## config.mk

```make
export PLATFORM = sky130hd
export DESIGN_NAME = fcd_top
export DESIGN_NICKNAME = d
export VERILOG_FILES = /design/src/include/fcd_pkg.sv /design/src/design/fcd_divider.sv /design/src/design/fcd_keycheck.sv /design/src/design/fcd_top.sv
export VERILOG_INCLUDE_DIRS = /design/src /design/src/include
export SDC_FILE = /design/constraint.sdc
export NUM_CORES = 1
export LEC_CHECK = 0
export BUFFER_PORTS_ARGS = -buffer_cell sky130_fd_sc_hd__buf_2
export CORE_UTILIZATION = 30
export DETAILED_ROUTE_END_ITERATION = 7
export SLEW_MARGIN = 20
export SYNTH_ARGS = -nofsm -noshare
export SYNTH_HDL_FRONTEND = slang
export SYNTH_HIERARCHICAL = 1
export SYNTH_SLANG_ARGS = --single-unit
```

## constraint.sdc

```tcl
create_clock -name core_clk -period 2.4 [get_ports core_clk]
set_input_delay 0.36 -clock core_clk [delete_from_list [all_inputs] [get_ports core_clk]]
set_output_delay 0.36 -clock core_clk [all_outputs]
set_load 0.1 [all_outputs]
```

## src/include/fcd_cfg.svh

```systemverilog
// Offsets, field positions, reset values and timing counts of the divider and option block
// Behaviour
// Loaded flag cleared at reset, set by write
// Ratio bits accept only first write after reset
// Erase and program refused until ratio loaded
// Prescale bit selects bus clock over eight
// Divider divides selected input by ratio plus one
// Timing pulses last whole timing clock periods
// Software keeps timing clock 150 to 200 kHz
// Software writes ratio before any erase/program
// Option byte copied from nonvolatile store at reset
// Option bits five to two read zero
// Option register readable, writes have no effect
// Backdoor enable zero blocks key unlocking
// Key writes from debug commands never unlock
// Eight matching ascending key bytes unlock until reset
// Redirect-off bit one disables vector redirection
// Security code binary 10 alone means unsecured
// Key unlock or blank check sets code 10
// Secured: unsecured sources cannot reach memory
// Blocked writes dropped, blocked reads give zero
// Divider counter reloads ratio at terminal count
`ifndef FCD_CFG_SVH
`define FCD_CFG_SVH

`define FCD_OFS_RATIO 8'h00
`define FCD_OFS_OPTION 8'h04
`define FCD_OFS_KEY_CTRL 8'h08
`define FCD_OFS_KEY_DATA 8'h0c
`define FCD_OFS_STATUS 8'h10

`define FCD_RATIO_LOADED_BIT 7
`define FCD_RATIO_PRESCALE_BIT 6
`define FCD_OPT_BACKDOOR_BIT 7
`define FCD_OPT_REDIRECT_BIT 6
`define FCD_KEY_ACCESS_BIT 0
`define FCD_STAT_SECURED_BIT 0
`define FCD_STAT_BUSY_BIT 1
`define FCD_STAT_REFUSED_BIT 2

`define FCD_RATIO_RESET 8'h00
`define FCD_SEC_UNSECURED 2'h2
`define FCD_PRESCALE_LAST 3'h7
`define FCD_KEY_BYTES 4'h8

`define FCD_CORE_HZ 100000000
`define FCD_NVM_CLK_MAX_HZ 200000
`define FCD_NVM_CLK_MIN_HZ 150000
`define FCD_NVM_MIN_PERIOD_CYC ((`FCD_CORE_HZ + `FCD_NVM_CLK_MAX_HZ - 1) / `FCD_NVM_CLK_MAX_HZ)
`define FCD_NVM_MAX_PERIOD_CYC (`FCD_CORE_HZ / `FCD_NVM_CLK_MIN_HZ)

`endif

```

## src/include/fcd_pkg.sv

```systemverilog
// Types shared by the divider and option block
package fcd_pkg;
    typedef struct packed {
        logic psel;
        logic penable;
        logic pwrite;
        logic [7:0] paddr;
        logic [31:0] pwdata;
    } fcd_apb_req_t;

    typedef struct packed {
        logic pready;
        logic pslverr;
        logic [31:0] prdata;
    } fcd_apb_rsp_t;

    typedef struct packed {
        logic loaded;
        logic prescale_by_eight;
        logic [5:0] ratio;
    } fcd_ratio_t;

    typedef struct packed {
        logic backdoor_enable;
        logic redirect_off;
        logic [3:0] unused;
        logic [1:0] security_code;
    } fcd_option_t;

    typedef struct packed {
        logic req;
        logic from_secure;
        logic from_debug;
        logic [7:0] rdata;
    } fcd_mem_req_t;

    typedef enum logic [2:0] {
        FCD_OP_IDLE = 3'b001,
        FCD_OP_WAIT = 3'b010,
        FCD_OP_PULSE = 3'b100
    } fcd_op_state_t;
endpackage
```

## src/design/fcd_divider.sv

```systemverilog
// Prescaler and reloading divider that make the timing clock enable
`include "fcd_cfg.svh"
module fcd_divider
(
    input logic core_clk,
    input logic reset,
    input logic run,
    input logic prescale_by_eight,
    input logic [5:0] ratio,
    output logic tick
);
    import fcd_pkg::*;

    typedef struct packed {
        logic [2:0] pre;
        logic [5:0] cnt;
        logic tick;
        logic armed;
    } fcd_div_state_t;

    fcd_div_state_t state_reg;
    fcd_div_state_t state_next;
    logic in_en;

    always_comb
    begin
        state_next = state_reg;
        state_next.tick = 1'b0;
        in_en = prescale_by_eight ? (state_reg.pre == `FCD_PRESCALE_LAST) : 1'b1;
        state_next.pre = state_reg.pre + 3'h1;
        state_next.armed = run && !reset;
        // Reload one cycle after run rises, so the new ratio is taken
        if (reset || !run || !state_reg.armed)
        begin
            state_next.pre = 3'h0;
            state_next.cnt = ratio;
        end
        else if (in_en)
        begin
            if (state_reg.cnt == 6'h00)
            begin
                state_next.cnt = ratio;
                state_next.tick = 1'b1;
            end
            else
            begin
                state_next.cnt = state_reg.cnt - 6'h01;
            end
        end
    end

    always_ff @(posedge core_clk)
    begin
        state_reg <= state_next;
    end

    assign tick = state_reg.tick;

    logic [9:0] gap_reg;
    logic seen_reg;
    logic [9:0] period;
    assign period = prescale_by_eight ? {1'b0, ratio, 3'h0} + 10'h008 : {4'h0, ratio} + 10'h001;

    always_ff @(posedge core_clk)
    begin
        if (reset || !run)
        begin
            gap_reg <= 10'h000;
            seen_reg <= 1'b0;
        end
        else
        begin
            gap_reg <= tick ? 10'h001 : gap_reg + 10'h001;
            seen_reg <= seen_reg | tick;
        end
    end
endmodule

```

## src/design/fcd_keycheck.sv

```systemverilog
// Backdoor key comparator for eight ascending key writes
`include "fcd_cfg.svh"
module fcd_keycheck
(
    input logic core_clk,
    input logic reset,
    input logic arm,
    input logic byte_wr,
    input logic [7:0] byte_data,
    input logic [63:0] backdoor_key_bytes,
    input logic finish,
    output logic unlock
);
    import fcd_pkg::*;

    typedef struct packed {
        logic [3:0] idx;
        logic ok;
        logic unlock;
    } fcd_key_state_t;

    fcd_key_state_t state_reg;
    fcd_key_state_t state_next;
    logic [7:0] expect_byte;

    assign expect_byte = backdoor_key_bytes[{state_reg.idx[2:0], 3'h0} +: 8];

    always_comb
    begin
        state_next = state_reg;
        state_next.unlock = 1'b0;
        if (reset)
        begin
            state_next = '0;
        end
        else if (arm)
        begin
            state_next.idx = 4'h0;
            state_next.ok = 1'b1;
        end
        else if (finish)
        begin
            state_next.unlock = state_reg.ok && (state_reg.idx == `FCD_KEY_BYTES);
            state_next.idx = 4'h0;
            state_next.ok = 1'b0;
        end
        else if (byte_wr)
        begin
            if (state_reg.idx == `FCD_KEY_BYTES)
            begin
                state_next.ok = 1'b0;
            end
            else
            begin
                state_next.ok = state_reg.ok && (byte_data == expect_byte);
                state_next.idx = state_reg.idx + 4'h1;
            end
        end
    end

    always_ff @(posedge core_clk)
    begin
        state_reg <= state_next;
    end

    assign unlock = state_reg.unlock;
endmodule

```

## src/design/fcd_top.sv

```systemverilog
// Write-once timing divider, option shadow, security and memory gate with APB registers
//
// Our own choices: the APB slave port and the register offsets.
`include "fcd_cfg.svh"
module fcd_top
(
    input logic core_clk,
    input logic reset,
    input fcd_pkg::fcd_apb_req_t apb_req,
    output fcd_pkg::fcd_apb_rsp_t apb_rsp,
    input logic debug_access,
    input logic [7:0] option_nv_byte,
    input logic [63:0] backdoor_key_bytes,
    input logic blank_ok,
    input logic op_start,
    input logic [7:0] op_pulses,
    output logic op_refused,
    output logic op_done,
    output logic prog_pulse,
    output logic nvm_timing_tick,
    output logic secured,
    output logic vector_redirect_en,
    input fcd_pkg::fcd_mem_req_t mem_req,
    output logic mem_grant,
    output logic mem_blocked,
    output logic [7:0] mem_rdata
);
    import fcd_pkg::*;

    typedef struct packed {
        fcd_ratio_t ratio;
        fcd_option_t option;
        logic secured;
        logic redirect_en;
        logic key_access;
        logic refused_seen;
        fcd_apb_rsp_t rsp;
        fcd_op_state_t op_state;
        logic [7:0] op_left;
        logic prog_pulse;
        logic op_refused;
        logic op_done;
        logic mem_grant;
        logic mem_blocked;
        logic [7:0] mem_rdata;
    } fcd_top_state_t;

    fcd_top_state_t state_reg;
    fcd_top_state_t state_next;
    logic tick;
    logic key_unlock;
    logic access;
    logic wr_done;
    logic wr_ratio;
    logic key_arm;
    logic key_finish;
    logic key_byte_wr;
    logic blocked;

    fcd_divider u_divider
    (
        .core_clk(core_clk),
        .reset(reset),
        .run(state_reg.ratio.loaded),
        .prescale_by_eight(state_reg.ratio.prescale_by_eight),
        .ratio(state_reg.ratio.ratio),
        .tick(tick)
    );

    fcd_keycheck u_keycheck
    (
        .core_clk(core_clk),
        .reset(reset),
        .arm(key_arm),
        .byte_wr(key_byte_wr),
        .byte_data(apb_req.pwdata[7:0]),
        .backdoor_key_bytes(backdoor_key_bytes),
        .finish(key_finish),
        .unlock(key_unlock)
    );

    assign access = apb_req.psel && apb_req.penable;
    assign wr_done = access && state_reg.rsp.pready && apb_req.pwrite;
    assign wr_ratio = wr_done && (apb_req.paddr == `FCD_OFS_RATIO);
    // Key control and data from debug commands are ignored
    assign key_arm = wr_done && !debug_access && (apb_req.paddr == `FCD_OFS_KEY_CTRL)
        && apb_req.pwdata[`FCD_KEY_ACCESS_BIT] && !state_reg.key_access;
    assign key_finish = wr_done && !debug_access && (apb_req.paddr == `FCD_OFS_KEY_CTRL)
        && !apb_req.pwdata[`FCD_KEY_ACCESS_BIT] && state_reg.key_access;
    assign key_byte_wr = wr_done && !debug_access && state_reg.key_access
        && (apb_req.paddr == `FCD_OFS_KEY_DATA);
    assign blocked = state_reg.secured && (mem_req.from_debug || !mem_req.from_secure);

    always_comb
    begin
        state_next = state_reg;
        state_next.rsp.pready = 1'b0;
        state_next.rsp.pslverr = 1'b0;
        state_next.op_refused = 1'b0;
        state_next.op_done = 1'b0;
        if (reset)
        begin
            state_next = '0;
            state_next.ratio = `FCD_RATIO_RESET;
            state_next.option.backdoor_enable = option_nv_byte[`FCD_OPT_BACKDOOR_BIT];
            state_next.option.redirect_off = option_nv_byte[`FCD_OPT_REDIRECT_BIT];
            state_next.option.unused = 4'h0;
            state_next.option.security_code = option_nv_byte[1:0];
            state_next.op_state = FCD_OP_IDLE;
        end
        else
        begin
            if (access && !state_reg.rsp.pready)
            begin
                state_next.rsp.pready = 1'b1;
                state_next.rsp.prdata = 32'h0000_0000;
                unique case (apb_req.paddr)
                    `FCD_OFS_RATIO:
                    begin
                        state_next.rsp.prdata = {24'h00_0000, state_reg.ratio};
                    end
                    `FCD_OFS_OPTION:
                    begin
                        state_next.rsp.prdata = {24'h00_0000, state_reg.option.backdoor_enable,
                            state_reg.option.redirect_off, 4'h0,
                            state_reg.option.security_code};
                    end
                    `FCD_OFS_KEY_CTRL:
                    begin
                        state_next.rsp.prdata = {31'h0000_0000, state_reg.key_access};
                    end
                    `FCD_OFS_KEY_DATA:
                    begin
                        state_next.rsp.prdata = 32'h0000_0000;
                    end
                    `FCD_OFS_STATUS:
                    begin
                        state_next.rsp.prdata = {29'h0000_0000, state_reg.refused_seen,
                            state_reg.prog_pulse, state_reg.secured};
                    end
                    default:
                    begin
                        state_next.rsp.pslverr = 1'b1;
                    end
                endcase
            end
            if (wr_ratio && !state_reg.ratio.loaded)
            begin
                state_next.ratio.loaded = 1'b1;
                state_next.ratio.prescale_by_eight =
                    apb_req.pwdata[`FCD_RATIO_PRESCALE_BIT];
                state_next.ratio.ratio = apb_req.pwdata[5:0];
            end
            if (key_arm || key_finish)
            begin
                state_next.key_access = key_arm;
            end
            if (wr_done && (apb_req.paddr == `FCD_OFS_STATUS)
                && apb_req.pwdata[`FCD_STAT_REFUSED_BIT])
            begin
                state_next.refused_seen = 1'b0;
            end
            if ((key_unlock && state_reg.option.backdoor_enable) || blank_ok)
            begin
                state_next.option.security_code = `FCD_SEC_UNSECURED;
            end
            unique case (state_reg.op_state)
                FCD_OP_IDLE:
                begin
                    if (op_start)
                    begin
                        if (!state_reg.ratio.loaded || op_pulses == 8'h00)
                        begin
                            state_next.op_refused = 1'b1;
                            state_next.refused_seen = 1'b1;
                        end
                        else
                        begin
                            state_next.op_left = op_pulses;
                            state_next.op_state = FCD_OP_WAIT;
                        end
                    end
                end
                FCD_OP_WAIT:
                begin
                    if (op_start)
                    begin
                        state_next.op_refused = 1'b1;
                        state_next.refused_seen = 1'b1;
                    end
                    if (tick)
                    begin
                        state_next.prog_pulse = 1'b1;
                        state_next.op_state = FCD_OP_PULSE;
                    end
                end
                FCD_OP_PULSE:
                begin
                    if (op_start)
                    begin
                        state_next.op_refused = 1'b1;
                        state_next.refused_seen = 1'b1;
                    end
                    if (tick)
                    begin
                        if (state_reg.op_left == 8'h01)
                        begin
                            state_next.prog_pulse = 1'b0;
                            state_next.op_done = 1'b1;
                            state_next.op_state = FCD_OP_IDLE;
                        end
                        else
                        begin
                            state_next.op_left = state_reg.op_left - 8'h01;
                        end
                    end
                end
            endcase
            state_next.mem_grant = mem_req.req && !blocked;
            state_next.mem_blocked = mem_req.req && blocked;
            state_next.mem_rdata = (mem_req.req && !blocked) ? mem_req.rdata : 8'h00;
        end
        state_next.secured = state_next.option.security_code != `FCD_SEC_UNSECURED;
        state_next.redirect_en = !state_next.option.redirect_off;
    end

    always_ff @(posedge core_clk)
    begin
        state_reg <= state_next;
    end

    assign apb_rsp = state_reg.rsp;
    assign op_refused = state_reg.op_refused;
    assign op_done = state_reg.op_done;
    assign prog_pulse = state_reg.prog_pulse;
    assign nvm_timing_tick = tick;
    assign secured = state_reg.secured;
    assign vector_redirect_en = state_reg.redirect_en;
    assign mem_grant = state_reg.mem_grant;
    assign mem_blocked = state_reg.mem_blocked;
    assign mem_rdata = state_reg.mem_rdata;
endmodule

```

# Yosys cells after proc, flatten, opt, wreduce, memory -nomap -nowiden
# Cells that the tools add are included.
dict set report totals {
  regBits 91
  latchBits 0
  ram_bits 0
  mem_bits_ro 0
  inputBits 139
  output_inout_bits 50
  wordCells 152
  n_memories 0
}
dict set report classes {
  n_addsub 4
  n_mul 0
  div_mod_pow 0
  order_cmp 0
  eq_ne 18
  shifts 1
  n_mux 36
  n_bitwise 7
  reduce_logical 58
}
# op count
set ops {}
lappend ops {{$shiftx 64x7->8} 1}
lappend ops {{$mux 34} 1}
lappend ops {{$pmux 8 s4} 1}
lappend ops {{$logic_and 1x1->1} 23}
lappend ops {{$mux 11} 2}
lappend ops {{$mux 1} 17}
lappend ops {{$eq 8x4->1 const B} 2}
lappend ops {{$logic_not 8->1} 2}
lappend ops {{$pmux 8 s2} 1}
lappend ops {{$mux 12} 1}
lappend ops {{$mux 6} 2}
lappend ops {{$logic_not 1->1} 10}
lappend ops {{$ne 2x2->1 const B} 5}
lappend ops {{$reduce_and 5->1} 2}
lappend ops {{$pmux 3 s3} 1}
lappend ops {{$reduce_or 3->1} 3}
lappend ops {{$eq 8x1->1 const B} 1}
lappend ops {{$eq 8x3->1 const B} 1}
lappend ops {{$eq 8x5->1 const B} 1}
lappend ops {{$eq 8x8->1} 1}
lappend ops {{$mux 8} 1}
lappend ops {{$reduce_or 2->1} 4}
lappend ops {{$sub 8x1->8 const B} 1}
lappend ops {{$mux 7} 1}
lappend ops {{other kinds (20)} 39}

# Logic depth before layout (Yosys ltp)
# Gate-level depths: netlist of run 1.
dict set report logic_depth {
  ltp_word 9
  ltp_mapped 10
  mapped_depth_nobuf 7
}

# Modules after synthesis
# The synthesis of run 1 kept the hierarchy.
# mod instances cells_each area_each_um2 seq_area_each_um2
set by_module_without_submodules {}
lappend by_module_without_submodules {fcd_top 1 285 2509.9 1011.0}
lappend by_module_without_submodules {fcd_keycheck 1 93 940.9 120.1}
lappend by_module_without_submodules {fcd_divider 1 53 593.1 280.3}

# Least setup slack after synthesis of run 1
# Ideal clock, no wire load.
dict set report synth_timing {
  path_type {in2reg}
  startpoint {input port apb_req[32] in the netlist's numbering}
  endpoint {register u_keycheck/state_reg[1] in the netlist's numbering}
  setup_ps 91
  arrival_ps 2136
  t_required_ps 2309
  setup_slack_ps 173
  path_stages 6
  n_path_buf 0
  cell_sequence {or4_1 or3_1 nand3b_1 nor3b_1 inv_1 a311oi_1}
}
dict set report synth_via {
  word_cells_on_any_way 11
  classes_between {2 x eq/ne; 2 x mux; 7 x reduce/logical}
}
# element line
set synth_lines {}
lappend synth_lines {{start, declared} fcd_top.sv:9} ;# input fcd_pkg::fcd_apb_req_t apb_req,
lappend synth_lines {{$eq 8x4->1 (*)} --}
lappend synth_lines {{$logic_and 1x1->1 (*) (3 in a row)} fcd_top.sv:86} ;# assign key_arm = wr_done && !debug_access && (apb_req.paddr == `FCD_OFS_KEY_CTRL)
lappend synth_lines {{named net key_arm} fcd_top.sv:55} ;# logic key_arm;
lappend synth_lines {{$reduce_bool 3->1 (no line) or $mux 1 (tied branches)} --}
lappend synth_lines {{end signal, assigned} fcd_keycheck.sv:63} ;# state_reg <= state_next;
lappend synth_lines {{end, declared} fcd_keycheck.sv:22} ;# fcd_key_state_t state_reg;
# The timed path passes the listed nets; every way through them passes the cells marked *.
# A chain may end at the register's enable or synchronous reset.

# Final worst setup path of run 1
dict set report layout_timing {
  startpoint {input port apb_req[32] in the netlist's numbering}
  endpoint {register u_keycheck/state_reg[5] in the netlist's numbering}
}
dict set report layout_via {
  elab_chain_len 5
  word_cells_on_any_way 10
  classes_between {2 x eq/ne; 8 x reduce/logical}
}
# element line
set layout_lines {}
lappend layout_lines {{$eq 8x4->1} --}
lappend layout_lines {{$logic_and 1x1->1 (3 in a row)} fcd_top.sv:88} ;# assign key_finish = wr_done && !debug_access && (apb_req.paddr == `FCD_OFS_KEY_CTRL)
lappend layout_lines {{named net key_finish} fcd_top.sv:56} ;# logic key_finish;
lappend layout_lines {{$reduce_or 3->1 (no line)} --}
# The timed path passes the listed nets, and every way through them passes these cells.

==> flow_summary.yaml, run 1 <==
status:
  outcome: "completed"
setup_path:
  cp_data_required_time_ps: 2620
  cp.buffers_inverters: 1
  end_kind: "register"
  critPathKind: "input port to register"
  crit_family: "simple AND/OR/NAND/NOR gates"
  path_cells: "buf_2, or4_1, or3_1, nand3b_1, nor3b_1, or3_1, nor2_1"
  critPathMaxStageDelay_ps: 560
  cp_slowest_cell: "or4_1"
  worstPathMaxFanout: 4
  arrival_ps: 2310
  crit_top_cell: "or3_1"
  start_kind: "input port"
logic_synthesis:
  netlist_instances: 431
  synth_edf_count: 7
  synth.avg_cell_area_um2: 9.38
  synth_ff_type: "dfxtp_1"
  yosys-top-cells-area: "dfxtp_1 30%, buf_4 8.2%, mux2i_1 6.2%"
  ys_warn_count: 6
  synth-seq-cells: 67
  synth.most_common_cell: "dfxtp_1"
  syn_area_um2: 4040
  synthTopCellsByCount: "60 x dfxtp_1, 44 x buf_4, 39 x nor2_1, 29 x nand2_1, 25 x mux2i_1"
  synthArstFlopShare: 0
  synth_top_cell_by_area: "dfxtp_1"
  synth_cell_types: 62
  yosysTopAreaCellShare: 0.297
  ys_seq_area_frac: 0.349
die:
  io_pins: 189
  core_region_area_um2: 13200
  fp-row-count: 42
  die_area_um2: 13900
  start_util: 0.307
  die_w_um: 118
  die_y_um: 118
drt:
  vias: 3456
  top_layer_used: "met4"
  wl_met1_um: 4250
  viasPerCell: 4.69
  wl_met2_um: 4590
  drt_iter0_drc: 182
  antenna_left: 0
  wl_per_cell_um: 13.1
  wl_um: 9660
  drc: 0
  first_pass_iters: 4
  met3_length_um: 694
finish:
  seqCellArea_um2: 1410
  nNetsFinal: 703
  fill_cells: 1337
  layout-drive-gt1-share: 0.353
  largest_reg_flops: 25
  n_antenna_cell: 0
  synthToLayoutAreaGrowth_pct: 24.5
  multi_input_area_um2: 2230
  final_cells: 737
timing:
  rsz0062_at_grt: "no"
  fin_tns_setup_ps: 0
  skew_ps: 9.80
  finalSetupViolCount: 0
  hold_viol: 0
  slew_viol_final: 0
  fmax_mhz: 478
  timing.final.crit_share: 0.872
  tightest_slew_ps: 630
  slew_headroom: 0.579
  period_needed_ps: 2090
clock_network:
  cts_tree: "yes"
  ctsHtreeMaxLevel: 3
  holdBufCountCts: 0
  cts.sinks: 67
  numCtsBuffers: 9
  clk_latency_ps: 330
  path_clk_slew_ps: 60
  clockBufferDepth: 2
  cts-root-buf: "clkbuf_16"
global_routing:
  grt_max_degree: 28
  grt_pass1_vias: 3304
  grt_usage: 0.142
  grt_overflow: 0
  grt_pass1_wl_um: 15900
  antenna_found_initial: 0
placed_design:
  gp_congestion: 0.838
  io_buffers: 136
  dp_hpwl_um: 7580
  place_inst: 721
power:
  ir_worst_vdd_uv: 324
  p_leak_nw: 2.24
  power_density_nw_per_um2: 635
hold_path:
  hold_path.class: "input port to register"
run:
  maxCapViolCount: 0
-- repair_timing --
action                                  in CTS  in global routing
setup buffers                                0                  0
endpoints found under the setup margin       0                  1
endpoints found under the hold margin        0                  0
resized for setup                            0                  1
-- report_power, final --
group          internal (W)  leakage (nW)  total (W)  switching, W
logic              0.000199          1.52   0.000646      0.000447
clock network      0.000863         0.153    0.00135      0.000486
registers           0.00117         0.573    0.00120     0.0000350
total               0.00223          2.24    0.00320      0.000968
-- cell usage in the layout (no fill, tap or decap), types with 6 or more instances in the layout --
cell	synthesis	final
o21ai_0	14	14
buf_4	44	15
nand4_1	6	6
conb_1	1	24
nand3_1	11	11
nand2b_1	9	9
ha_1	8	8
xor2_1	10	10
clkbuf_16	0	9
inv_1	12	12
and2_1	10	10
mux2_2	9	9
mux2i_1	25	25
dfxtp_1	60	59
mux4_1	7	7
nand2_1	29	29
xnor2_1	10	10
a21oi_1	21	21
edfxtp_1	7	7
buf_2	4	136
nor4_1	6	6
nor3_1	8	8
nor2_1	39	39
-- cell type report --
type	instances	area share
timing repair buffer	152	0.161
clock inverter	5	0.0117
multi-input combinational	314	0.443
clock buffer	11	0.0502
sequential	67	0.280
tap	176	0.0437
inverter	12	0.00894
-- metrics by stage --
step / power (W) / cell area [um^2] / worst slack (ps) / utilization / hold WS [ps]
floorplan: 0.00174 / 4130 / 173 / - / 398
global placement: 0.00186 / 4720 / 24.7 / 0.358 / 408
detailed placement: 0.00187 / 4720 / -0.991 / 0.358 / 432
CTS: 0.00323 / 5030 / 175 / 0.382 / 198
global route: 0.00334 / 5040 / 94.5 / 0.382 / 191
finish: 0.00320 / 5040 / 308 / 0.382 / 205
-- kinds of logic after synthesis --
logic type | Yosys count | share of synthesized area
adders and majority gates | 8 | 0.0248
muxes | 42 | 0.138
xor gates and xnor gates | 20 | 0.0433
other | 1 | 0.000927
DFF | 67 | 0.349
and+or+nand+nor | 151 | 0.200
AOI/OAI and AO/OA | 69 | 0.123
buffers and inverters | 73 | 0.120
-- path summary, 6_finish.rpt --
| path | from | endpoint | slack, ps | cells past startpoint |
|---|---|---|---|---|
| worst max-delay path | apb_req[32] | u_keycheck/state_reg[5]$_SDFFE_PP0P_ | 310 | 7 |
| worst min-delay path | option_nv_byte[7] | state_reg[69]$_DFFE_PP_ | 210 | 1 |
| worst max register to register | u_keycheck/state_reg[4]$_SDFFE_PP0P_ | u_keycheck/state_reg[1]$_SDFFE_PP0P_ | 360 | 6 |
| worst min register to register | u_divider/state_reg[8]$_SDFF_PP0_ | u_divider/state_reg[8]$_SDFF_PP0_ | 440 | 1 |
-- layer usage --
metal	track usage	up-vias
met5	0	-
met4	0.0489	0
met3	0.0383	10
met2	0.242	144
met1	0.171	1576
li1	-	1726
Note: power is estimated with default switching activity, not from simulation.
==> run 2: changes to the inputs <==
--- a/config.mk
+++ b/config.mk
@@ -12,5 +12,4 @@
 export SLEW_MARGIN = 20
 export SYNTH_ARGS = -nofsm -noshare
 export SYNTH_HDL_FRONTEND = slang
-export SYNTH_HIERARCHICAL = 1
 export SYNTH_SLANG_ARGS = --single-unit
==> run 2 against run 1 <==
Compared with the run above:
- hold slack improved by 4.4 ps
- maximum frequency rose by 3.3%
- die area down 1.4%
- sequential share of layout area grew 0.66 points
- combinational power decreased by 13%
- critical path depth fell by 1
- setup slack gained 68 ps
- synthesized area down 1.4%
- first-iteration DRC count shrank 43%
- core utilization up 0.30 points
- sequential power about the same
- global-route usage rose by 0.21 points
- critical path type is now register to register
- highest routed layer unchanged
==> flow_summary.yaml, run 2 <==
status:
  outcome: "completed"
logic_synthesis:
  synth-seq-cells: 67
  synthTopCellsByCount: "60 x dfxtp_1, 43 x buf_4, 39 x nor2_1, 36 x nand2_1, 29 x mux2i_1"
  synth.most_common_cell: "dfxtp_1"
  synth-compound-area-share: 0.136
  synth.avg_cell_area_um2: 9.02
  synth_xor_area_frac: 0.0286
  synth_ff_type: "dfxtp_1"
  yosys-top-cells-area: "dfxtp_1 30%, buf_4 8.1%, mux2i_1 7.3%"
  post_synth_mux_area_share: 0.126
  synth-simple-area-share: 0.211
  synthArstFlopShare: 0
  synth_top_cell_by_area: "dfxtp_1"
  synth_top_family_by_area: "simple AND/OR/NAND/NOR gates"
  ys_warn_count: 0
  yosysTopAreaCellShare: 0.301
  syn_area_um2: 3990
  netlist_instances: 442
  synth_fa_ha_area_frac: 0.0276
  synth_cell_types: 62
  synth_edf_count: 7
  ys_seq_area_frac: 0.354
clock_network:
  post-cts-setup-buffers: 0
  path_clk_slew_ps: 50
  post_cts_resize_count: 0
  ctsHtreeMaxLevel: 3
  cts_tree: "yes"
  clk_latency_ps: 330
  clockBufferDepth: 2
  cts.sinks: 67
  holdBufCountCts: 0
  cts-root-buf: "clkbuf_16"
  numCtsBuffers: 9
setup_path:
  worstPathMaxFanout: 17
  cp_slowest_cell: "or4_4"
  path_cells: "or4_4, nor4b_2, nand3b_1, a211o_4, or3b_1, a31oi_1"
  critPathMaxStageDelay_ps: 560
  critPathKind: "register to register"
  end_kind: "register"
  start_kind: "register"
  crit_family: "simple AND/OR/NAND/NOR gates"
  cp_data_required_time_ps: 2590
  arrival_ps: 2220
  cp.buffers_inverters: 0
  rrSetupSlack_ps: 380
drt:
  drc: 0
  wl_um: 9490
  wl_per_cell_um: 12.9
  viasPerCell: 4.69
  antenna_left: 0
  vias: 3454
  drt_iter0_drc: 103
  first_pass_iters: 4
power:
  p_leak_nw: 2.16
  power_density_nw_per_um2: 610
  ir_worst_vdd_uv: 342
timing:
  timing.final.crit_share: 0.843
  fin_tns_setup_ps: 0
  fmax_mhz: 494
  hold_viol: 0
  skew_ps: 9.70
  finalSetupViolCount: 0
  rsz0062_at_grt: "no"
  slew_viol_final: 0
  timing.hold.ws_ps: 210
  slew_headroom: 0.595
  period_needed_ps: 2020
  tightest_slew_ps: 602
global_routing:
  antenna_found_initial: 0
  grt_pass1_vias: 3287
  grt_pass1_wl_um: 15300
  grt_usage: 0.144
  grt_max_degree: 40
  grt_overflow: 0
die:
  die_y_um: 117
  io_pins: 189
  start_util: 0.312
  core_region_area_um2: 12800
  die_w_um: 117
  fp-row-count: 41
  die_area_um2: 13800
finish:
  nNetsFinal: 707
  n_antenna_cell: 0
  largest_reg_flops: 25
  layout_commonest_cell: "buf_2"
  synthToLayoutAreaGrowth_pct: 23.3
  mostFrequentLayoutCells: "136 x buf_2, 60 x dfxtp_1, 39 x nor2_1"
  multi_input_area_um2: 2200
  layout-drive-gt1-share: 0.333
  fill_cells: 1299
  seqCellArea_um2: 1410
placed_design:
  dp_hpwl_um: 7510
  io_buffers: 136
  gp_congestion: 0.792
hold_path:
  hold_path.class: "input port to register"
run:
  maxCapViolCount: 0
-- run 2: path summary, 6_finish.rpt --
kind	cells past startpoint	start	endpoint
setup / recovery	6	state_reg[15]$_SDFFE_PP0P_	state_reg[13]$_SDFFE_PP0P_
hold / removal	1	option_nv_byte[7]	state_reg[69]$_DFFE_PP_
setup reg to reg	6	state_reg[15]$_SDFFE_PP0P_	state_reg[13]$_SDFFE_PP0P_
hold reg to reg	1	u_divider.state_reg[8]$_SDFF_PP0_	u_divider.state_reg[8]$_SDFF_PP0_
-- run 2: cell type report --
class	count	area share
well taps	172	0.0438
clock inverters	2	0.00204
flip-flops and latches	67	0.287
repair buffers	145	0.152
inverters	15	0.0115
clock buffers	14	0.0557
multi-input cells	322	0.448
-- run 2: cell families (layout without fill, tap and decap cells) --
group	count (synthesis)	in the layout
and+or+nand+nor	155	155
AOI/OAI and AO/OA	82	82
buffers and inverters	76	176
DFF	67	67
muxes	39	39
xor gates and xnor gates	13	13
adders and majority gates	9	9
other	1	24
-- run 2: through the flow --
stage	total power (W)	worst slack, ps	utilization	std cells	instance area [um^2]
after floorplan	0.00168	306	-	465	4070
after global placement	0.00178	228	0.363	721	4630
after detailed placement	0.00179	205	0.363	721	4630
after CTS	0.00303	361	0.385	737	4920
after global routing	0.00313	269	0.385	737	4920
final	0.00300	376	0.385	737	4920
-- run 2: report_power, final --
group	internal, W	switching (W)	leakage [nW]
Sequential	0.00117	0.0000309	0.572
Combinational	0.000162	0.000403	1.45
Clock	0.000780	0.000458	0.143
-- run 2: metal layers --
| metal | GRT usage | routed length, um | up-vias |
|---|---|---|---|
| li1 | - | - | 1736 |
| met1 | 0.171 | 4180 | 1573 |
| met2 | 0.247 | 4500 | 125 |
| met3 | 0.0309 | 557 | 20 |
| met4 | 0.0692 | 243 | 0 |
| met5 | 0 | 0 | - |
==> run 3: changes to the inputs <==
--- a/config.mk
+++ b/config.mk
@@ -6,6 +6,7 @@
 export SDC_FILE = /design/constraint.sdc
 export NUM_CORES = 1
 export LEC_CHECK = 0
+export ABC_AREA = 1
 export BUFFER_PORTS_ARGS = -buffer_cell sky130_fd_sc_hd__buf_2
 export CORE_UTILIZATION = 30
 export DETAILED_ROUTE_END_ITERATION = 7
==> constraint.sdc (replaced) <==
create_clock -name core_clk -period 2.1 [get_ports core_clk]
set_input_delay 0.315 -clock core_clk [delete_from_list [all_inputs] [get_ports core_clk]]
set_output_delay 0.315 -clock core_clk [all_outputs]
set_load 0.1 [all_outputs]
==> run 3 against run 2 <==
Compared with the run above:
- routed wire length rose by 13%
- synthesized area rose by 6.2%
- highest routed layer unchanged
- hold slack got worse by 37 ps
- non-clock buffer count did not move
- total power rose by 18%
- clock power rose by 6%
- die area rose by 6.1%
- flip-flop and latch count did not move
- cell count rose by 28%
==> flow_summary.yaml, run 3 <==
setup_path:
  start_kind: "register"
  worstPathMaxFanout: 31
  path_cells: "inv_1, buf_12, nand2_1, nand3_1, nand3_1, nand2_1, nand2_1, nand2_1, inv_1, nand2_1, nor2_1, nand3_1, nand2_1, nand2_1, a21oi_2"
  critPathKind: "register to register"
  cp.buffers_inverters: 3
  critPathMaxStageDelay_ps: 410
  arrival_ps: 1980
  cp_data_required_time_ps: 2350
  cp_slowest_cell: "dfxtp_1"
  end_kind: "register"
  crit_family: "simple AND/OR/NAND/NOR gates"
  crit_top_cell: "nand2_1"
global_routing:
  grt_max_degree: 37
  grt_pass1_vias: 3772
  grt_usage: 0.153
  grt_pass1_wl_um: 17600
  grt_overflow: 0
  antenna_found_initial: 0
logic_synthesis:
  yosys-top-cells-area: "dfxtp_1 28%, nand2_1 11%, inv_1 8.8%"
  netlist_instances: 639
  synth-seq-cells: 67
  ys_seq_area_frac: 0.333
  synthArstFlopShare: 0
  synth_top_cell_by_area: "dfxtp_1"
  synthTopCellsByCount: "124 x nand2_1, 99 x inv_1, 77 x nor2_1, 60 x dfxtp_1, 46 x nand3_1"
  synth.most_common_cell: "nand2_1"
  synth_edf_count: 7
  synth_cell_types: 42
  synth.avg_cell_area_um2: 6.63
  ys_warn_count: 0
  syn_area_um2: 4230
  yosysTopAreaCellShare: 0.284
  synth_ff_type: "dfxtp_1"
drt:
  wl_um: 10800
  antenna_left: 0
  drt_iter0_drc: 208
  first_pass_iters: 4
  drc: 0
  wl_per_cell_um: 11.4
  vias: 4098
  viasPerCell: 4.35
clock_network:
  cts.sinks: 67
  cts_tree: "yes"
  cts-root-buf: "clkbuf_16"
  post-cts-setup-buffers: 0
  numCtsBuffers: 9
  holdBufCountCts: 0
  clk_latency_ps: 320
  path_clk_slew_ps: 50
  ctsHtreeMaxLevel: 3
  post_cts_resize_count: 0
  clockBufferDepth: 2
die:
  die_w_um: 121
  die_y_um: 121
  core_region_area_um2: 13800
  fp-row-count: 43
  io_pins: 189
  start_util: 0.306
  die_area_um2: 14600
status:
  outcome: "completed"
power:
  total_power_w: 0.00353
  ir_worst_vdd_uv: 478
  p_leak_nw: 2.63
  power_density_nw_per_um2: 691
finish:
  layout-drive-gt1-share: 0.238
  utilization: 0.370
  fill_cells: 1523
  nNetsFinal: 903
  synthToLayoutAreaGrowth_pct: 20.7
  largest_reg_flops: 25
  n_antenna_cell: 0
  mostFrequentLayoutCells: "136 x buf_2, 124 x nand2_1, 99 x inv_1"
  seqCellArea_um2: 1410
  multi_input_area_um2: 2040
  layout_commonest_cell: "buf_2"
hold_path:
  hold_path.class: "input port to register"
run:
  maxCapViolCount: 0
timing:
  slew_viol_final: 0
  skew_ps: 10.2
  fmax_mhz: 579
  period_needed_ps: 1730
  timing.hold.ws_ps: 173
  fin_tns_setup_ps: 0
  finalSetupViolCount: 0
  timing.final.crit_share: 0.823
  hold_viol: 0
  fin_ws_ps: 372
  rsz0062_at_grt: "no"
placed_design:
  io_buffers: 136
  dp_hpwl_um: 8420
  gp_congestion: 0.789
  dp_slack_ps: 200
## run 3: cell types whose count changed after synthesis, moves of 11 or more
cell | previous run | this run
o21ai_0 | 6 | 42
a21oi_1 | 21 | 32
nand2_1 | 36 | 124
inv_1 | 13 | 99
and2_1 | 12 | 0
nor2_1 | 39 | 77
mux2i_1 | 29 | 0
nand3_1 | 11 | 46
## run 3: worst paths after layout
check                                  startpoint                              endpoint  slack, ps  cells after the start
min reg2reg     u_divider.state_reg[8]$_SDFF_PP0_     u_divider.state_reg[8]$_SDFF_PP0_        430                      1
max reg2reg  u_keycheck.state_reg[2]$_SDFFE_PP0P_  u_keycheck.state_reg[1]$_SDFFE_PP0P_        370                     15
min                             option_nv_byte[7]               state_reg[69]$_DFFE_PP_        170                      1
max          u_keycheck.state_reg[2]$_SDFFE_PP0P_  u_keycheck.state_reg[1]$_SDFFE_PP0P_        370                     15
## run 3: layer usage
metal	vias to the layer above	track usage	routed length [um]
met5	-	0	0
met4	0	0.0347	114
met3	8	0.0401	377
met2	71	0.261	5220
met1	1835	0.190	5050
li1	2184	-	-
## run 3: cell families after synthesis
kind of cell / count (synthesis) / synth area share
simple gates: 288 / 0.298
fa+ha+maj: 8 / 0.0236
buf+inv: 169 / 0.204
flops: 67 / 0.333
xor+xnor: 6 / 0.0124
compound gates: 100 / 0.128
other cells: 1 / 0.000886
## run 3: final cells by class
class	count	share of cell area
Clock inverter	4	0.00343
Timing Repair Buffer	145	0.151
Inverter	107	0.0791
Tap cell	180	0.0441
Sequential cell	67	0.276
Multi-Input combinational cell	426	0.400
Clock buffer	12	0.0463
## run 3: per-stage QoR
step / std cells / area (um^2)
2_1_floorplan: 662 / 4320
3_3_place_gp: 925 / 4860
3_5_place_dp: 925 / 4860
4_1_cts: 941 / 5110
5_1_grt: 941 / 5110
6_report: 941 / 5110
## run 3: report_power, final
part	total [W]	switching (W)	internal (W)
clock network	0.00131	0.000523	0.000787
logic	0.000825	0.000603	0.000222
registers	0.00140	0.0000419	0.00136
total	0.00353	0.00117	0.00237
